===== src/inc/cmo_pkg.sv =====
// Purpose: Constants and types for the comparator one mode and interrupt-enable register
// Assumes: Byte-wide special function register access on the system clock
// Notes: Offsets, field positions and reset values live here only
package cmo_pkg;
    localparam logic [7:0] CMO_MODE_ADDR = 8'h9c;
    localparam logic [7:0] CMO_MODE_RESET = 8'h82;
    localparam int CMO_RSVD_BIT = 7;
    localparam int CMO_RISE_EN_BIT = 5;
    localparam int CMO_FALL_EN_BIT = 4;
    localparam int CMO_SPEED_LSB = 0;
    localparam logic CMO_RSVD_VALUE = 1'b1;
    localparam logic [1:0] CMO_SPEED_RESET = 2'h2;

    typedef enum logic [1:0] {
        CMO_SPEED_FASTEST = 2'b00,
        CMO_SPEED_MID_FAST = 2'b01,
        CMO_SPEED_MID_SLOW = 2'b10,
        CMO_SPEED_SLOWEST = 2'b11
    } cmo_speed_t;
endpackage


===== src/inc/cmo_edge_if.sv =====
// Purpose: Carries comparator output and edge flag state between the register and flag logic
// Assumes: One clock domain
// Notes: Flag clears come from the riseFlagClear and fallFlagClear ports of the register block
`timescale 1ns/1ps
`default_nettype none
interface cmo_edge_if;
    logic compOut;
    logic riseClear;
    logic fallClear;
    logic riseFlag;
    logic fallFlag;
    modport flags (input compOut, input riseClear, input fallClear, output riseFlag, output fallFlag);
    modport user (output compOut, output riseClear, output fallClear, input riseFlag, input fallFlag);
endinterface
`default_nettype wire


===== src/design/cmo_edge_flags.sv =====
// Purpose: Sticky rising and falling edge flags of comparator one
// Assumes: Comparator output already synchronous to core_clk
// Notes: A set in the same cycle as a clear wins
`timescale 1ns/1ps
`default_nettype none
module cmo_edge_flags
    import cmo_pkg::*;
(
    input wire logic core_clk,
    input wire logic rst_n,
    cmo_edge_if.flags edge_io
);
    typedef struct packed {
        logic prevOut;
        logic rise;
        logic fall;
    } cmo_flag_state_t;

    cmo_flag_state_t state_r;
    cmo_flag_state_t state_nxt;
    logic riseSeen;
    logic fallSeen;

    always_comb begin
        riseSeen = edge_io.compOut & ~state_r.prevOut;
        fallSeen = ~edge_io.compOut & state_r.prevOut;
        state_nxt = state_r;
        state_nxt.prevOut = edge_io.compOut;
        state_nxt.rise = riseSeen | (state_r.rise & ~edge_io.riseClear);
        state_nxt.fall = fallSeen | (state_r.fall & ~edge_io.fallClear);
    end

    always_ff @(posedge core_clk) begin
        if (!rst_n) begin
            state_r <= '0;
        end else begin
            state_r <= state_nxt;
        end
    end

    assign edge_io.riseFlag = state_r.rise;
    assign edge_io.fallFlag = state_r.fall;

    property p_rise_set;
        @(posedge core_clk) disable iff (!rst_n)
        riseSeen |=> edge_io.riseFlag;
    endproperty
    a_rise_set: assert property (p_rise_set) else $error("rise flag not set");

    property p_rise_hold;
        @(posedge core_clk) disable iff (!rst_n)
        (edge_io.riseFlag && !edge_io.riseClear) |=> edge_io.riseFlag;
    endproperty
    a_rise_hold: assert property (p_rise_hold) else $error("rise flag lost");

    property p_fall_set;
        @(posedge core_clk) disable iff (!rst_n)
        fallSeen |=> edge_io.fallFlag;
    endproperty
    a_fall_set: assert property (p_fall_set) else $error("fall flag not set");

    property p_fall_hold;
        @(posedge core_clk) disable iff (!rst_n)
        (edge_io.fallFlag && !edge_io.fallClear) |=> edge_io.fallFlag;
    endproperty
    a_fall_hold: assert property (p_fall_hold) else $error("fall flag lost");

    property p_flag_cause;
        @(posedge core_clk) disable iff (!rst_n)
        $rose(edge_io.riseFlag) |-> $past(edge_io.compOut) && !$past(state_r.prevOut);
    endproperty
    a_flag_cause: assert property (p_flag_cause) else $error("rise flag without edge");
endmodule
`default_nettype wire


===== src/design/cmo_mode_regs.sv =====
// Purpose: Comparator one mode and interrupt-enable register with interrupt request
// Assumes: Single-cycle byte register writes and reads at the register address
// Notes: Read data is registered and appears one cycle after the read strobe
`timescale 1ns/1ps
`default_nettype none
// Summary of operation
// Bit 7 is reserved, always reads one, and software must write one there.
// Bits 6, 3 and 2 read zero and ignore writes.
// Bit 5 enables the rising-edge interrupt and masks it when zero.
// Bit 4 enables the falling-edge interrupt and masks it when zero.
// Bits 1:0 pick the speed and power mode from fastest 00 to slowest 11.
// The rising-edge flag sets on each rising output edge and only software or reset clears it.
// The falling-edge flag sets on each falling output edge and only software or reset clears it.
// The interrupt request goes high one cycle after an edge flag and its enable are both set.
module cmo_mode_regs
    import cmo_pkg::*;
(
    input wire logic core_clk,
    input wire logic rst_n,
    input wire logic [7:0] regAddr,
    input wire logic regWrEn,
    input wire logic regRdEn,
    input wire logic [7:0] regWrData,
    output logic [7:0] regRdData,
    input wire logic compOut,
    input wire logic riseFlagClear,
    input wire logic fallFlagClear,
    output logic rise_event_flag,
    output logic fall_event_flag,
    output logic [1:0] speed_power_select,
    output logic compIrq
);
    typedef struct packed {
        logic riseIrqEnable;
        logic fallIrqEnable;
        logic [1:0] speedSel;
        logic [7:0] rdData;
        logic irq;
    } cmo_reg_state_t;

    cmo_reg_state_t state_r;
    cmo_reg_state_t state_nxt;
    cmo_edge_if edgeBus ();
    logic hit;
    logic [7:0] regView;
    logic irqNow;

    assign edgeBus.compOut = compOut;
    assign edgeBus.riseClear = riseFlagClear;
    assign edgeBus.fallClear = fallFlagClear;

    cmo_edge_flags u_flags (
        .core_clk(core_clk),
        .rst_n(rst_n),
        .edge_io(edgeBus)
    );

    always_comb begin
        hit = (regAddr == CMO_MODE_ADDR);
        regView = '0;
        regView[CMO_RSVD_BIT] = CMO_RSVD_VALUE;
        regView[CMO_RISE_EN_BIT] = state_r.riseIrqEnable;
        regView[CMO_FALL_EN_BIT] = state_r.fallIrqEnable;
        regView[CMO_SPEED_LSB +: 2] = state_r.speedSel;
        irqNow = (edgeBus.riseFlag & state_r.riseIrqEnable)
            | (edgeBus.fallFlag & state_r.fallIrqEnable);
        state_nxt = state_r;
        state_nxt.irq = irqNow;
        if (regWrEn && hit) begin
            state_nxt.riseIrqEnable = regWrData[CMO_RISE_EN_BIT];
            state_nxt.fallIrqEnable = regWrData[CMO_FALL_EN_BIT];
            state_nxt.speedSel = regWrData[CMO_SPEED_LSB +: 2];
        end
        if (regRdEn) begin
            state_nxt.rdData = hit ? regView : 8'h00;
        end
    end

    always_ff @(posedge core_clk) begin
        if (!rst_n) begin
            state_r.riseIrqEnable <= CMO_MODE_RESET[CMO_RISE_EN_BIT];
            state_r.fallIrqEnable <= CMO_MODE_RESET[CMO_FALL_EN_BIT];
            state_r.speedSel <= CMO_SPEED_RESET;
            state_r.rdData <= 8'h00;
            state_r.irq <= 1'b0;
        end else begin
            state_r <= state_nxt;
        end
    end

    assign regRdData = state_r.rdData;
    assign rise_event_flag = edgeBus.riseFlag;
    assign fall_event_flag = edgeBus.fallFlag;
    assign speed_power_select = state_r.speedSel;
    assign compIrq = state_r.irq;

    property p_rsvd_read;
        @(posedge core_clk) disable iff (!rst_n)
        (regRdEn && hit) |=> regRdData[CMO_RSVD_BIT] == 1'b1;
    endproperty
    a_rsvd_read: assert property (p_rsvd_read) else $error("reserved bit not one");

    property p_unused_zero;
        @(posedge core_clk) disable iff (!rst_n)
        (regRdEn && hit) |=> (regRdData[6] == 1'b0) && (regRdData[3:2] == 2'b00);
    endproperty
    a_unused_zero: assert property (p_unused_zero) else $error("unused bits not zero");

    property p_rise_en_write;
        @(posedge core_clk) disable iff (!rst_n)
        (regWrEn && hit) |=> state_r.riseIrqEnable == $past(regWrData[5]);
    endproperty
    a_rise_en_write: assert property (p_rise_en_write) else $error("rise enable not written");

    property p_fall_en_write;
        @(posedge core_clk) disable iff (!rst_n)
        (regWrEn && hit) |=> state_r.fallIrqEnable == $past(regWrData[4]);
    endproperty
    a_fall_en_write: assert property (p_fall_en_write) else $error("fall enable not written");

    property p_speed_write;
        @(posedge core_clk) disable iff (!rst_n)
        (regWrEn && hit) |=> speed_power_select == $past(regWrData[1:0]);
    endproperty
    a_speed_write: assert property (p_speed_write) else $error("speed select wrong");

    property p_irq_masked;
        @(posedge core_clk) disable iff (!rst_n)
        (!state_r.riseIrqEnable && !state_r.fallIrqEnable) |=> !compIrq;
    endproperty
    a_irq_masked: assert property (p_irq_masked) else $error("masked irq raised");

    property p_irq_rise;
        @(posedge core_clk) disable iff (!rst_n)
        (rise_event_flag && state_r.riseIrqEnable) |=> compIrq;
    endproperty
    a_irq_rise: assert property (p_irq_rise) else $error("rise irq missing");

    property p_irq_fall;
        @(posedge core_clk) disable iff (!rst_n)
        (fall_event_flag && state_r.fallIrqEnable) |=> compIrq;
    endproperty
    a_irq_fall: assert property (p_irq_fall) else $error("fall irq missing");

    // Field hold, read-back, interrupt mask and interrupt source checks
    property p_rise_en_hold;
        @(posedge core_clk) disable iff (!rst_n)
        !(regWrEn && hit) |=> $stable(state_r.riseIrqEnable);
    endproperty
    a_rise_en_hold: assert property (p_rise_en_hold) else $error("rise enable changed");

    property p_fall_en_hold;
        @(posedge core_clk) disable iff (!rst_n)
        !(regWrEn && hit) |=> $stable(state_r.fallIrqEnable);
    endproperty
    a_fall_en_hold: assert property (p_fall_en_hold) else $error("fall enable changed");

    property p_speed_hold;
        @(posedge core_clk) disable iff (!rst_n)
        !(regWrEn && hit) |=> $stable(speed_power_select);
    endproperty
    a_speed_hold: assert property (p_speed_hold) else $error("speed select changed");

    property p_rise_en_read;
        @(posedge core_clk) disable iff (!rst_n)
        (regRdEn && hit) |=> regRdData[CMO_RISE_EN_BIT] == $past(state_r.riseIrqEnable);
    endproperty
    a_rise_en_read: assert property (p_rise_en_read) else $error("rise enable misread");

    property p_fall_en_read;
        @(posedge core_clk) disable iff (!rst_n)
        (regRdEn && hit) |=> regRdData[CMO_FALL_EN_BIT] == $past(state_r.fallIrqEnable);
    endproperty
    a_fall_en_read: assert property (p_fall_en_read) else $error("fall enable misread");

    property p_speed_read;
        @(posedge core_clk) disable iff (!rst_n)
        (regRdEn && hit) |=> regRdData[CMO_SPEED_LSB +: 2] == $past(speed_power_select);
    endproperty
    a_speed_read: assert property (p_speed_read) else $error("speed select misread");

    property p_irq_rise_masked;
        @(posedge core_clk) disable iff (!rst_n)
        (!state_r.riseIrqEnable && !(fall_event_flag && state_r.fallIrqEnable)) |=> !compIrq;
    endproperty
    a_irq_rise_masked: assert property (p_irq_rise_masked) else $error("rise not masked");

    property p_irq_fall_masked;
        @(posedge core_clk) disable iff (!rst_n)
        (!state_r.fallIrqEnable && !(rise_event_flag && state_r.riseIrqEnable)) |=> !compIrq;
    endproperty
    a_irq_fall_masked: assert property (p_irq_fall_masked) else $error("fall not masked");

    property p_irq_source;
        @(posedge core_clk) disable iff (!rst_n)
        compIrq |-> $past(rise_event_flag && state_r.riseIrqEnable)
            || $past(fall_event_flag && state_r.fallIrqEnable);
    endproperty
    a_irq_source: assert property (p_irq_source) else $error("irq without source");

    // Reset value checks
    property p_speed_reset;
        @(posedge core_clk)
        !rst_n |=> speed_power_select == CMO_SPEED_RESET;
    endproperty
    a_speed_reset: assert property (p_speed_reset) else $error("speed reset wrong");

    property p_irq_reset;
        @(posedge core_clk)
        !rst_n |=> !compIrq;
    endproperty
    a_irq_reset: assert property (p_irq_reset) else $error("irq high after reset");

    property p_view_reset;
        @(posedge core_clk)
        !rst_n |=> regView == CMO_MODE_RESET;
    endproperty
    a_view_reset: assert property (p_view_reset) else $error("reset view wrong");

    c_rise_irq: cover property (@(posedge core_clk) disable iff (!rst_n) $rose(compIrq));
    c_fall_irq: cover property (@(posedge core_clk) disable iff (!rst_n)
        fall_event_flag && state_r.fallIrqEnable && compIrq);
    c_set_over_clear: cover property (@(posedge core_clk) disable iff (!rst_n)
        riseFlagClear && compOut && !$past(compOut));
    c_write_reg: cover property (@(posedge core_clk) disable iff (!rst_n) regWrEn && hit);
    c_slowest: cover property (@(posedge core_clk) disable iff (!rst_n)
        speed_power_select == CMO_SPEED_SLOWEST);
endmodule
`default_nettype wire


===== config.mk =====
export PLATFORM = sky130hd
export DESIGN_NAME = cmo_mode_regs
export DESIGN_NICKNAME = d
export VERILOG_FILES = /design/src/inc/cmo_pkg.sv /design/src/inc/cmo_edge_if.sv /design/src/design/cmo_edge_flags.sv /design/src/design/cmo_mode_regs.sv
export SDC_FILE = /design/constraint.sdc
export NUM_CORES = 1
export LEC_CHECK = 0
export BUFFER_PORTS_ARGS = -buffer_cell sky130_fd_sc_hd__buf_2
export CAP_MARGIN = 25
export CORE_MARGIN = 2
export CORE_UTILIZATION = 40
export CTS_CLUSTER_SIZE = 28
export DETAILED_ROUTE_END_ITERATION = 12
export PLACE_DENSITY = 0.76
export SLEW_MARGIN = 0
export SYNTH_ARGS = -nofsm -noshare
export SYNTH_HDL_FRONTEND = slang
export SYNTH_SLANG_ARGS = --single-unit

===== constraint.sdc =====
create_clock -name core_clk -period 1.1 [get_ports core_clk]
set_input_delay 0.055 -clock core_clk [delete_from_list [all_inputs] [get_ports core_clk]]
set_output_delay 0.055 -clock core_clk [all_outputs]
set_load 0.02 [all_outputs]

==> metrics.md, run 1 <==
| Metric | Value |
|---|---|
| CP arrival | `0.82 ns` |
| Syn. warnings | `0` |
| Met2 Use GR | `17.8%` |
| Vias in the first global route | `407` |
| CP required | `1.04 ns` |
| Die extent in y | `41.8 µm` |
| Post-CTS Setup Repair Bufs | `0` |
| # port buffers | `28` |
| Dpl cell area | `707 µm²` |
| Worst-path clk slew | `0.08 ns` |
| H-tree depth | `1` |
| R2R Path Start | `u_flags.state_r[2]` |
| Clk_skew | `0.00158 ns` |
| Delay-heaviest family, CP | `flip-flops` |
| Status | `complete, no violations` |
| HPWL after detailed placement | `793 µm` |
| PnR worst setup slack | `0.228 ns` |
| M1 GR Usage | `14.2%` |
| # DRC | `0` |
| CP Class | `reg2out` |
| Fin. max-slew vios | `0` |
| Initial antenna violation count | `0` |
| #FFs+latches synth | `13` |
| Largest net degree at the start of global routing | `18` |
| Worst-Skew Late Latency | `0.27 ns` |
| Max clock buf depth | `2` |
| Die width | `41.8 µm` |
| WL/cell | `9.85 µm` |
| Overflow after GRT | `0` |
| Non-filler cells, final | `105` |
| FF-to-FF End | `u_flags.edge_io.fallFlag` |
| Slowest cell on crit path | `dfxtp_1` |
| Total wire length | `1030 µm` |
| GRT Total Usage | `11.7%` |
| Tot Pwr | `0.856 mW` |
| Share of cells above drive strength 1 | `38.9%` |
| DR pass1 iterations | `4` |
| Core box area | `0.00132 mm²` |
| Synth top area cells | `dfxtp_1 46%, mux2i_1 7.0%, buf_4 6.6%` |
| R2R cell count | `3` |
| Worst-path cell chain | `buf_2` |
| Post-Route Setup TNS | `0 ns` |
| Antenna-violating nets left | `0` |
| NumNets Final | `114` |
| First-pass GRT wire length | `1600 µm` |
| CP peak stage delay | `0.37 ns` |
| Sequential share of the synthesized area | `45.6%` |
| HP Class | `in2reg` |
| TritonCTS clock tree | `done` |
| GRT Max-Usage Layer | `met2` |
| DR vias | `503` |
| RSZ-0062 raised after global routing | `false` |
| CTS Hold Bufs | `0` |
| Worst VDD drop | `692 µV` |
| Diodes inserted | `0` |
| Mean Syn Cell Area | `9.35 µm²` |
| Final hold violations | `0` |
| Top-area cell type share of the netlist area | `45.6%` |
| FF-to-FF setup slack | `0.40 ns` |
| Row count | `13` |
| Root Buffer | `clkbuf_4` |
| Global Route met3 Usage | `2.17%` |
| Syn Std Cell Area | `571 µm²` |
| Initial drt markers | `4` |
| Tmin final | `0.872 ns` |
| Initial Util | `43.3%` |
| F_max | `1150 MHz` |
| Startpoint types | `register` |
| Worst hold path endpoint | `speed_power_select[0]` |
| Via density | `4.79` |
| Max-cap violations | `0` |
| Crit-path max FO | `3` |
| RD Place Congestion | `0.749` |
| Buf/Inv on CP | `1` |
| Hold depth | `3` |
| Min-delay src | `regWrData[0]` |
| Pre-CTS setup slack | `0.133 ns` |
| Most common cell after layout, fill and taps aside | `buf_2` |
| Placed cells | `101` |
| Cts bufs inserted | `3` |
| Gate Count Post-Synth | `61` |
| Static Leakage | `0.361 nW` |
| Power Dens Cells | `1170 mW/mm²` |
| Tcrit/Tclk final | `79.2%` |
| Die area | `0.00174 mm²` |
| Leading cell types in the layout, fill and taps excluded | `28 x buf_2, 13 x dfxtp_1, 6 x nand2_1` |
| Layout area overhead | `28.5%` |
| Final instance area | `733 µm²` |
| CTS Sinks | `13` |
| Setup violators final | `0` |
| Synth area leader | `dfxtp_1` |
| Crit path capture type | `output pin` |
| Cell variety after synth | `17` |
| IO Pins | `36` |
| Resized Gates After CTS | `0` |
how the worst max path moves through the flow:
stage | from | endpoint | slack (ns) | cells past startpoint
floorplan | regAddr[0] | regView[4] | 0.24 | 3
finish | speed_power_select[0] | speed_power_select[0] | 0.23 | 1
global placement | regAddr[6] | speed_power_select[1] | 0.14 | 4
global route | speed_power_select[1] | speed_power_select[1] | 0.19 | 1
CTS | speed_power_select[0] | speed_power_select[0] | 0.23 | 1
detailed placement | regAddr[6] | speed_power_select[1] | 0.13 | 4
sequential cells by signal, indices dropped and copies added, names as in the netlist:
signal / flops
u_flags.edge_io.riseFlag: 1
u_flags.state_r: 1
regRdData: 5
u_flags.edge_io.fallFlag: 1
speed_power_select: 2
regView: 2
compIrq: 1
power by group:
part / switching (mW) / leakage (nW) / total [mW] / internal [mW]
Clock: 0.149 / 0.0150 / 0.289 / 0.140
Combinational: 0.0427 / 0.240 / 0.0872 / 0.0444
Sequential: 0.00360 / 0.105 / 0.480 / 0.476
Yosys cell counts:
library cell,n
clkbuf_1,2
inv_1,3
nand3_1,2
and4bb_2,2
nand2_1,6
and2_1,2
conb_1,1
nand2b_1,5
a22oi_1,2
nand4_1,4
a21boi_1,1
buf_4,5
nor2b_1,4
mux2i_1,4
o22ai_1,1
a21boi_0,4
dfxtp_1,13
logic make-up after synthesis:
kind of cell	Yosys count	share of synthesized area [%]
AO/OA/AOI/OAI	8	10.3
buffers and inverters	10	9.87
flip-flops	13	45.6
multiplexers	4	7.02
other	1	0.657
AND/OR/NAND/NOR	25	26.5
final cells by class:
type                            count  area, µm²
Multi-Input combinational cell     40        262
Tap cell                           15       18.8
Fill cell                         127        584
Timing Repair Buffer               30        155
Inverter                            3       11.3
Sequential cell                    13        260
Clock buffer                        4       26.3
metal layers:
layer  vias up  share of wire (%)
met3         2                6.7
li1        256                  -
met5         -                  0
met4         0                1.4
met1       224                 46
met2        21                 46
metrics by stage:
| stage | hold slack, ns | util [%] |
|---|---|---|
| 2_1_floorplan | 0.177 | - |
| 3_3_place_gp | 0.292 | 53.7 |
| 3_5_place_dp | 0.297 | 53.7 |
| 4_1_cts | 0.00746 | 55.7 |
| 5_1_grt | 0.0119 | 55.7 |
| 6_report | 0.0183 | 55.7 |
Power figures use the tool's default switching activity.
==> run 2, diff against run 1 <==
--- a/config.mk
+++ b/config.mk
@@ -5,13 +5,14 @@
 export SDC_FILE = /design/constraint.sdc
 export NUM_CORES = 1
 export LEC_CHECK = 0
+export ABC_AREA = 1
 export BUFFER_PORTS_ARGS = -buffer_cell sky130_fd_sc_hd__buf_2
 export CAP_MARGIN = 25
 export CORE_MARGIN = 2
-export CORE_UTILIZATION = 40
+export CORE_UTILIZATION = 36
 export CTS_CLUSTER_SIZE = 28
 export DETAILED_ROUTE_END_ITERATION = 12
-export PLACE_DENSITY = 0.76
+export PLACE_DENSITY = 0.72
 export SLEW_MARGIN = 0
 export SYNTH_ARGS = -nofsm -noshare
 export SYNTH_HDL_FRONTEND = slang
==> constraint.sdc (replaced) <==
create_clock -name core_clk -period 0.8 [get_ports core_clk]
set_input_delay 0.04 -clock core_clk [delete_from_list [all_inputs] [get_ports core_clk]]
set_output_delay 0.04 -clock core_clk [all_outputs]
set_load 0.02 [all_outputs]
==> run 2 against run 1 <==
Compared with the run above: flip-flop and latch count is the same; largest power group unchanged; clock skew fell by 0.00075 ns; design area is 22% higher; power up 42%; setup slack worse by 0.23 ns; via count grew 17%; largest cell class is now non-clock buffers.
==> metrics.md, run 2 <==
| Metric | Value |
|---|---|
| Buf/Inv on CP | `1` |
| Worst-path clk slew | `0.07 ns` |
| Commonest cells post-synth | `21 x nand2_1, 13 x dfxtp_1, 12 x inv_1` |
| CP peak stage delay | `0.33 ns` |
| Via density | `4.48` |
| Non-filler cells, final | `132` |
| Share of cells above drive strength 1 | `43.1%` |
| Syn Std Cell Area | `577 µm²` |
| Startpoint types | `register` |
| Tmin final | `0.798 ns` |
| RD Place Congestion | `0.683` |
| Total wire length | `1340 µm` |
| GRT Total Usage | `14.2%` |
| Largest net degree at the start of global routing | `8` |
| Die width | `44.0 µm` |
| CTS Sinks | `13` |
| Leading cell types in the layout, fill and taps excluded | `21 x nand2_1, 18 x buf_2, 12 x inv_1` |
| Initial Util | `38.3%` |
| Layout area overhead | `54.4%` |
| F_max | `1250 MHz` |
| Tot Pwr | `1.21 mW` |
| CP required | `1.00 ns` |
| Placed cells | `118` |
| WL/cell | `10.2 µm` |
| CP Class | `reg2reg` |
| Tcrit/Tclk final | `99.7%` |
| Multi-input gate area | `245 µm²` |
| Root Buffer | `clkbuf_4` |
| Setup violators final | `0` |
| Gate Count Post-Synth | `77` |
| Sequential share of the synthesized area | `45.1%` |
| Mean Syn Cell Area | `7.49 µm²` |
| Syn. warnings | `0` |
| Most common cell after layout, fill and taps aside | `nand2_1` |
| Die extent in y | `44.0 µm` |
| HP Class | `in2reg` |
| Die area | `0.00194 mm²` |
| Final hold violations | `0` |
| NumNets Final | `140` |
| Ys flop type | `dfxtp_1` |
| Cell variety after synth | `13` |
| Most common cell in the synthesized netlist | `nand2_1` |
| DR pass1 iterations | `4` |
| Initial drt markers | `9` |
| Worst-path cell chain | `buf_4, nand4_1, a21oi_2` |
| # port buffers | `28` |
| Final instance area | `891 µm²` |
| First-pass GRT wire length | `1990 µm` |
| Status | `complete, no violations` |
| # DRC | `0` |
| Dpl cell area | `707 µm²` |
| HPWL after detailed placement | `908 µm` |
| Cts bufs inserted | `3` |
| Synth area leader | `dfxtp_1` |
| Crit path capture type | `register` |
| Row count | `14` |
| Top-area cell type share of the netlist area | `45.1%` |
| IO Pins | `36` |
| Overflow after GRT | `0` |
| Delay-heaviest family, CP | `flip-flops` |
| Worst-Skew Late Latency | `0.27 ns` |
| Initial antenna violation count | `0` |
| Crit-path max FO | `2` |
| Antenna-violating nets left | `0` |
| Slowest cell on crit path | `dfxtp_2` |
| Synth top area cells | `dfxtp_1 45%, nand2_1 14%, inv_1 7.8%` |
| Core box area | `0.00151 mm²` |
| Static Leakage | `0.443 nW` |
| Power Dens Cells | `1360 mW/mm²` |
| Max clock buf depth | `2` |
| Reg area | `272 µm²` |
| Fillers | `146` |
| Clk_skew | `0.000835 ns` |
| Fin. max-slew vios | `0` |
| CP arrival | `1.00 ns` |
| DR vias | `591` |
| Worst VDD drop | `1630 µV` |
| TritonCTS clock tree | `done` |
| Vias in the first global route | `506` |
| Diodes inserted | `0` |
| Number of synthesized flops with an enable pin | `0` |
| Ys async rst share | `0%` |
| Max-cap violations | `0` |
| #FFs+latches synth | `13` |
| H-tree depth | `1` |
| Max FFs per register | `5` |
| RSZ-0062 raised after global routing | `true` |
-- run 2: cell type report --
class	count	area share [%]
multi-input combinational	49	27.5
timing repair buffer	38	31.7
tap	16	2.25
clock buffer	4	2.95
inverter	12	5.06
sequential	13	30.5
-- run 2: repair_timing --
action,4_1_cts,5_1_grt
hold buffers,5,0
endpoints found under the setup margin,9,11
pin swaps,0,0
endpoints found under the hold margin,5,0
buffers inserted,3,2
resized for setup,16,12
-- run 2: power breakdown --
group          switching [mW]  internal (mW)  total (mW)
sequential            0.00705          0.656       0.663
clock                   0.198          0.193       0.391
combinational          0.0805         0.0775       0.158
total                   0.286          0.927        1.21
-- run 2: path summary, 6_finish.rpt --
kind / start / end / slack [ns] / depth (start not counted)
min: rst_n / speed_power_select[1] / 0.02 / 2
min reg2reg: u_flags.state_r[2] / u_flags.edge_io.riseFlag / 0.45 / 1
max reg2reg: speed_power_select[1] / regRdData[1] / 0.002 / 3
max: speed_power_select[1] / regRdData[1] / 0.002 / 3
-- run 2: cells by family after synthesis --
family                 count (synthesis)  share of synthesized area [%]
flip-flops                            13                           45.1
AO/OA/AOI/OAI                          8                           7.16
other                                  1                          0.650
AND/OR/NAND/NOR                       38                           32.8
buffers and inverters                 17                           14.3
-- run 2: through the flow --
step	util (%)	setup slack [ns]	hold slack [ns]	setup TNS, ns
2_1_floorplan	-	0.104	0.125	0
3_3_place_gp	46.9	-0.0461	0.231	-0.108
3_5_place_dp	46.9	-0.0683	0.245	-0.232
4_1_cts	55.7	-0.00121	0.0165	-0.00121
5_1_grt	59.1	-0.0624	0.0115	-0.132
6_report	59.1	0.00206	0.0217	0
-- run 2: metal layers --
layer  track usage [%]  vias up  share of wire, %
li1                  -      312                 -
met1              14.3      256                39
met2              25.6       21                53
met3              7.35        2               7.3
met4              3.64        0              0.52
met5                 0        -                 0
-- run 2: worst register-to-register path: cells and delay by family (launching register included) --
family / cells / cell delay (ns)
buffers and inverters: 1 / 0.10
and+or+nand+nor: 1 / 0.13
DFF: 1 / 0.33
AOI/OAI and AO/OA: 1 / 0.16
==> run 3, diff against run 2 <==
--- a/config.mk
+++ b/config.mk
@@ -9,10 +9,11 @@
 export BUFFER_PORTS_ARGS = -buffer_cell sky130_fd_sc_hd__buf_2
 export CAP_MARGIN = 25
 export CORE_MARGIN = 2
-export CORE_UTILIZATION = 36
+export CORE_UTILIZATION = 38
+export CTS_BUF_LIST = sky130_fd_sc_hd__clkbuf_4
 export CTS_CLUSTER_SIZE = 28
 export DETAILED_ROUTE_END_ITERATION = 12
-export PLACE_DENSITY = 0.72
+export PLACE_DENSITY = 0.75
 export SLEW_MARGIN = 0
 export SYNTH_ARGS = -nofsm -noshare
 export SYNTH_HDL_FRONTEND = slang
==> run 3 against run 2 <==
Compared with the run above: clock power up 10%; non-clock buffer count shrank 2; largest power group unchanged; critical endpoint is now rise_event_flag; combinational power fell by 4%; routed wire length fell by 10%; largest cell class is now registers.
==> metrics.md, run 3 (synthesis gave the netlist of run 2 again) <==
| Metric | Value |
|---|---|
| Status | `complete, no violations` |
| Tmin final | `0.786 ns` |
| Switching power | `0.291 mW` |
| Non-filler cells, final | `130` |
| First-pass GRT wire length | `1860 µm` |
| # DRC | `0` |
| F_max | `1270 MHz` |
| Min-delay src | `fallFlagClear` |
| Most common cell after layout, fill and taps aside | `nand2_1` |
| Worst-Skew Late Latency | `0.27 ns` |
| R2R Path Start | `speed_power_select[0]` |
| Final instance area | `865 µm²` |
| Max clock buf depth | `2` |
| Worst-path clk slew | `0.08 ns` |
| GRT Total Usage | `13.2%` |
| Clock share of power | `34.6%` |
| Final hold violations | `0` |
| Internal power | `0.957 mW` |
| HP Class | `in2reg` |
| Layout area overhead | `49.9%` |
| RSZ-0062 raised after global routing | `true` |
| Max-cap violations | `0` |
| Leading cell types in the layout, fill and taps excluded | `21 x nand2_1, 19 x buf_2, 12 x inv_1` |
| Row count | `14` |
| Die extent in y | `43.0 µm` |
| HPWL after detailed placement | `902 µm` |
| Tcrit/Tclk final | `98.3%` |
| NumNets Final | `138` |
| Die width | `43.0 µm` |
| Power Dens Cells | `1440 mW/mm²` |
| CP required | `0.76 ns` |
| Largest net degree at the start of global routing | `8` |
| Fillers | `139` |
| Crit path capture type | `output pin` |
| CTS Sinks | `13` |
| Total wire length | `1210 µm` |
| Logic pwr share | `12.2%` |
| Initial drt markers | `17` |
| CP Class | `reg2out` |
| Hold_ws | `0.0129 ns` |
| RD Place Congestion | `0.694` |
| Startpoint types | `register` |
| Dpl cell area | `707 µm²` |
| Root Buffer | `clkbuf_4` |
| CP peak stage delay | `0.36 ns` |
| WL/cell | `9.28 µm` |
| Die area | `0.00185 mm²` |
| Clk_skew | `0.00357 ns` |
| Delay-heaviest family, CP | `flip-flops` |
| Share of cells above drive strength 1 | `41.2%` |
| Diodes inserted | `0` |
| Crit-path max FO | `3` |
| DR vias | `582` |
| Crit path from | `u_flags.edge_io.riseFlag` |
| Final core utilization | `58.8%` |
| # port buffers | `28` |
| Initial Util | `39.2%` |
| CP arrival | `0.75 ns` |
| Switching share of power | `23.3%` |
| DR pass1 iterations | `4` |
| Via density | `4.48` |
| Sequential power share | `53.2%` |
| Buf/Inv on CP | `1` |
| Static Leakage | `0.435 nW` |
| Cts bufs inserted | `3` |
| Antenna-violating nets left | `0` |
| IO Pins | `36` |
| Fin. max-slew vios | `0` |
| Placed cells | `118` |
| TritonCTS clock tree | `done` |
| Initial antenna violation count | `0` |
| Max FFs per register | `5` |
| Core box area | `0.00147 mm²` |
| Slowest cell on crit path | `dfxtp_2` |
| H-tree depth | `1` |
| Overflow after GRT | `0` |
| Worst-path cell chain | `buf_6` |
| Worst VDD drop | `1010 µV` |
| Vias in the first global route | `518` |
| Setup violators final | `0` |
run 3: final timing paths:
kind                            slack [ns]  cells past startpoint                  endpoint
worst min register to register        0.45                      1  u_flags.edge_io.riseFlag
worst max-delay path                  0.01                      1           rise_event_flag
worst min-delay path                  0.01                      4  u_flags.edge_io.fallFlag
worst max register to register        0.06                      3              regRdData[0]
run 3: area by class of cell:
cell class / count / area (µm²) / share of cell area (%)
clock buffer: 4 / 30.0 / 3.47
inverter: 12 / 45.0 / 5.21
timing repair buffer: 36 / 258 / 29.8
sequential: 13 / 270 / 31.3
multi-input combinational: 49 / 241 / 27.9
tap: 16 / 20.0 / 2.32
run 3: repair_timing:
action,4_1_cts,5_1_grt
resized for setup,15,8
hold endpoints to repair,5,0
hold buffers,5,0
buffers inserted,2,1
setup endpoints to repair,9,7
cloned,0,0
run 3: power groups by stage:
stage	clock (mW)	combinational, mW	sequential [mW]
CTS	0.447	0.148	0.662
detailed placement	0	0.123	0.676
global route	0.470	0.166	0.665
global placement	0	0.119	0.676
finish	0.432	0.152	0.664
floorplan	0	0.0635	0.683
run 3: layer usage:
metal  part of all wire, %  wire length (µm)  track usage, %
met1                    42               502            14.2
met2                    52               623            23.9
met3                   6.7                81            3.40
met4                     0                 0            5.45
met5                     0                 0               0
run 3: through the flow:
step           power (mW)  TNS (ns)  worst slack [ns]
2_1_floorplan       0.747         0             0.104
3_3_place_gp        0.796   -0.0767           -0.0315
3_5_place_dp        0.800    -0.235           -0.0659
4_1_cts              1.26  -0.00136          -0.00136
5_1_grt              1.30   -0.0418           -0.0167
6_report             1.25         0            0.0136
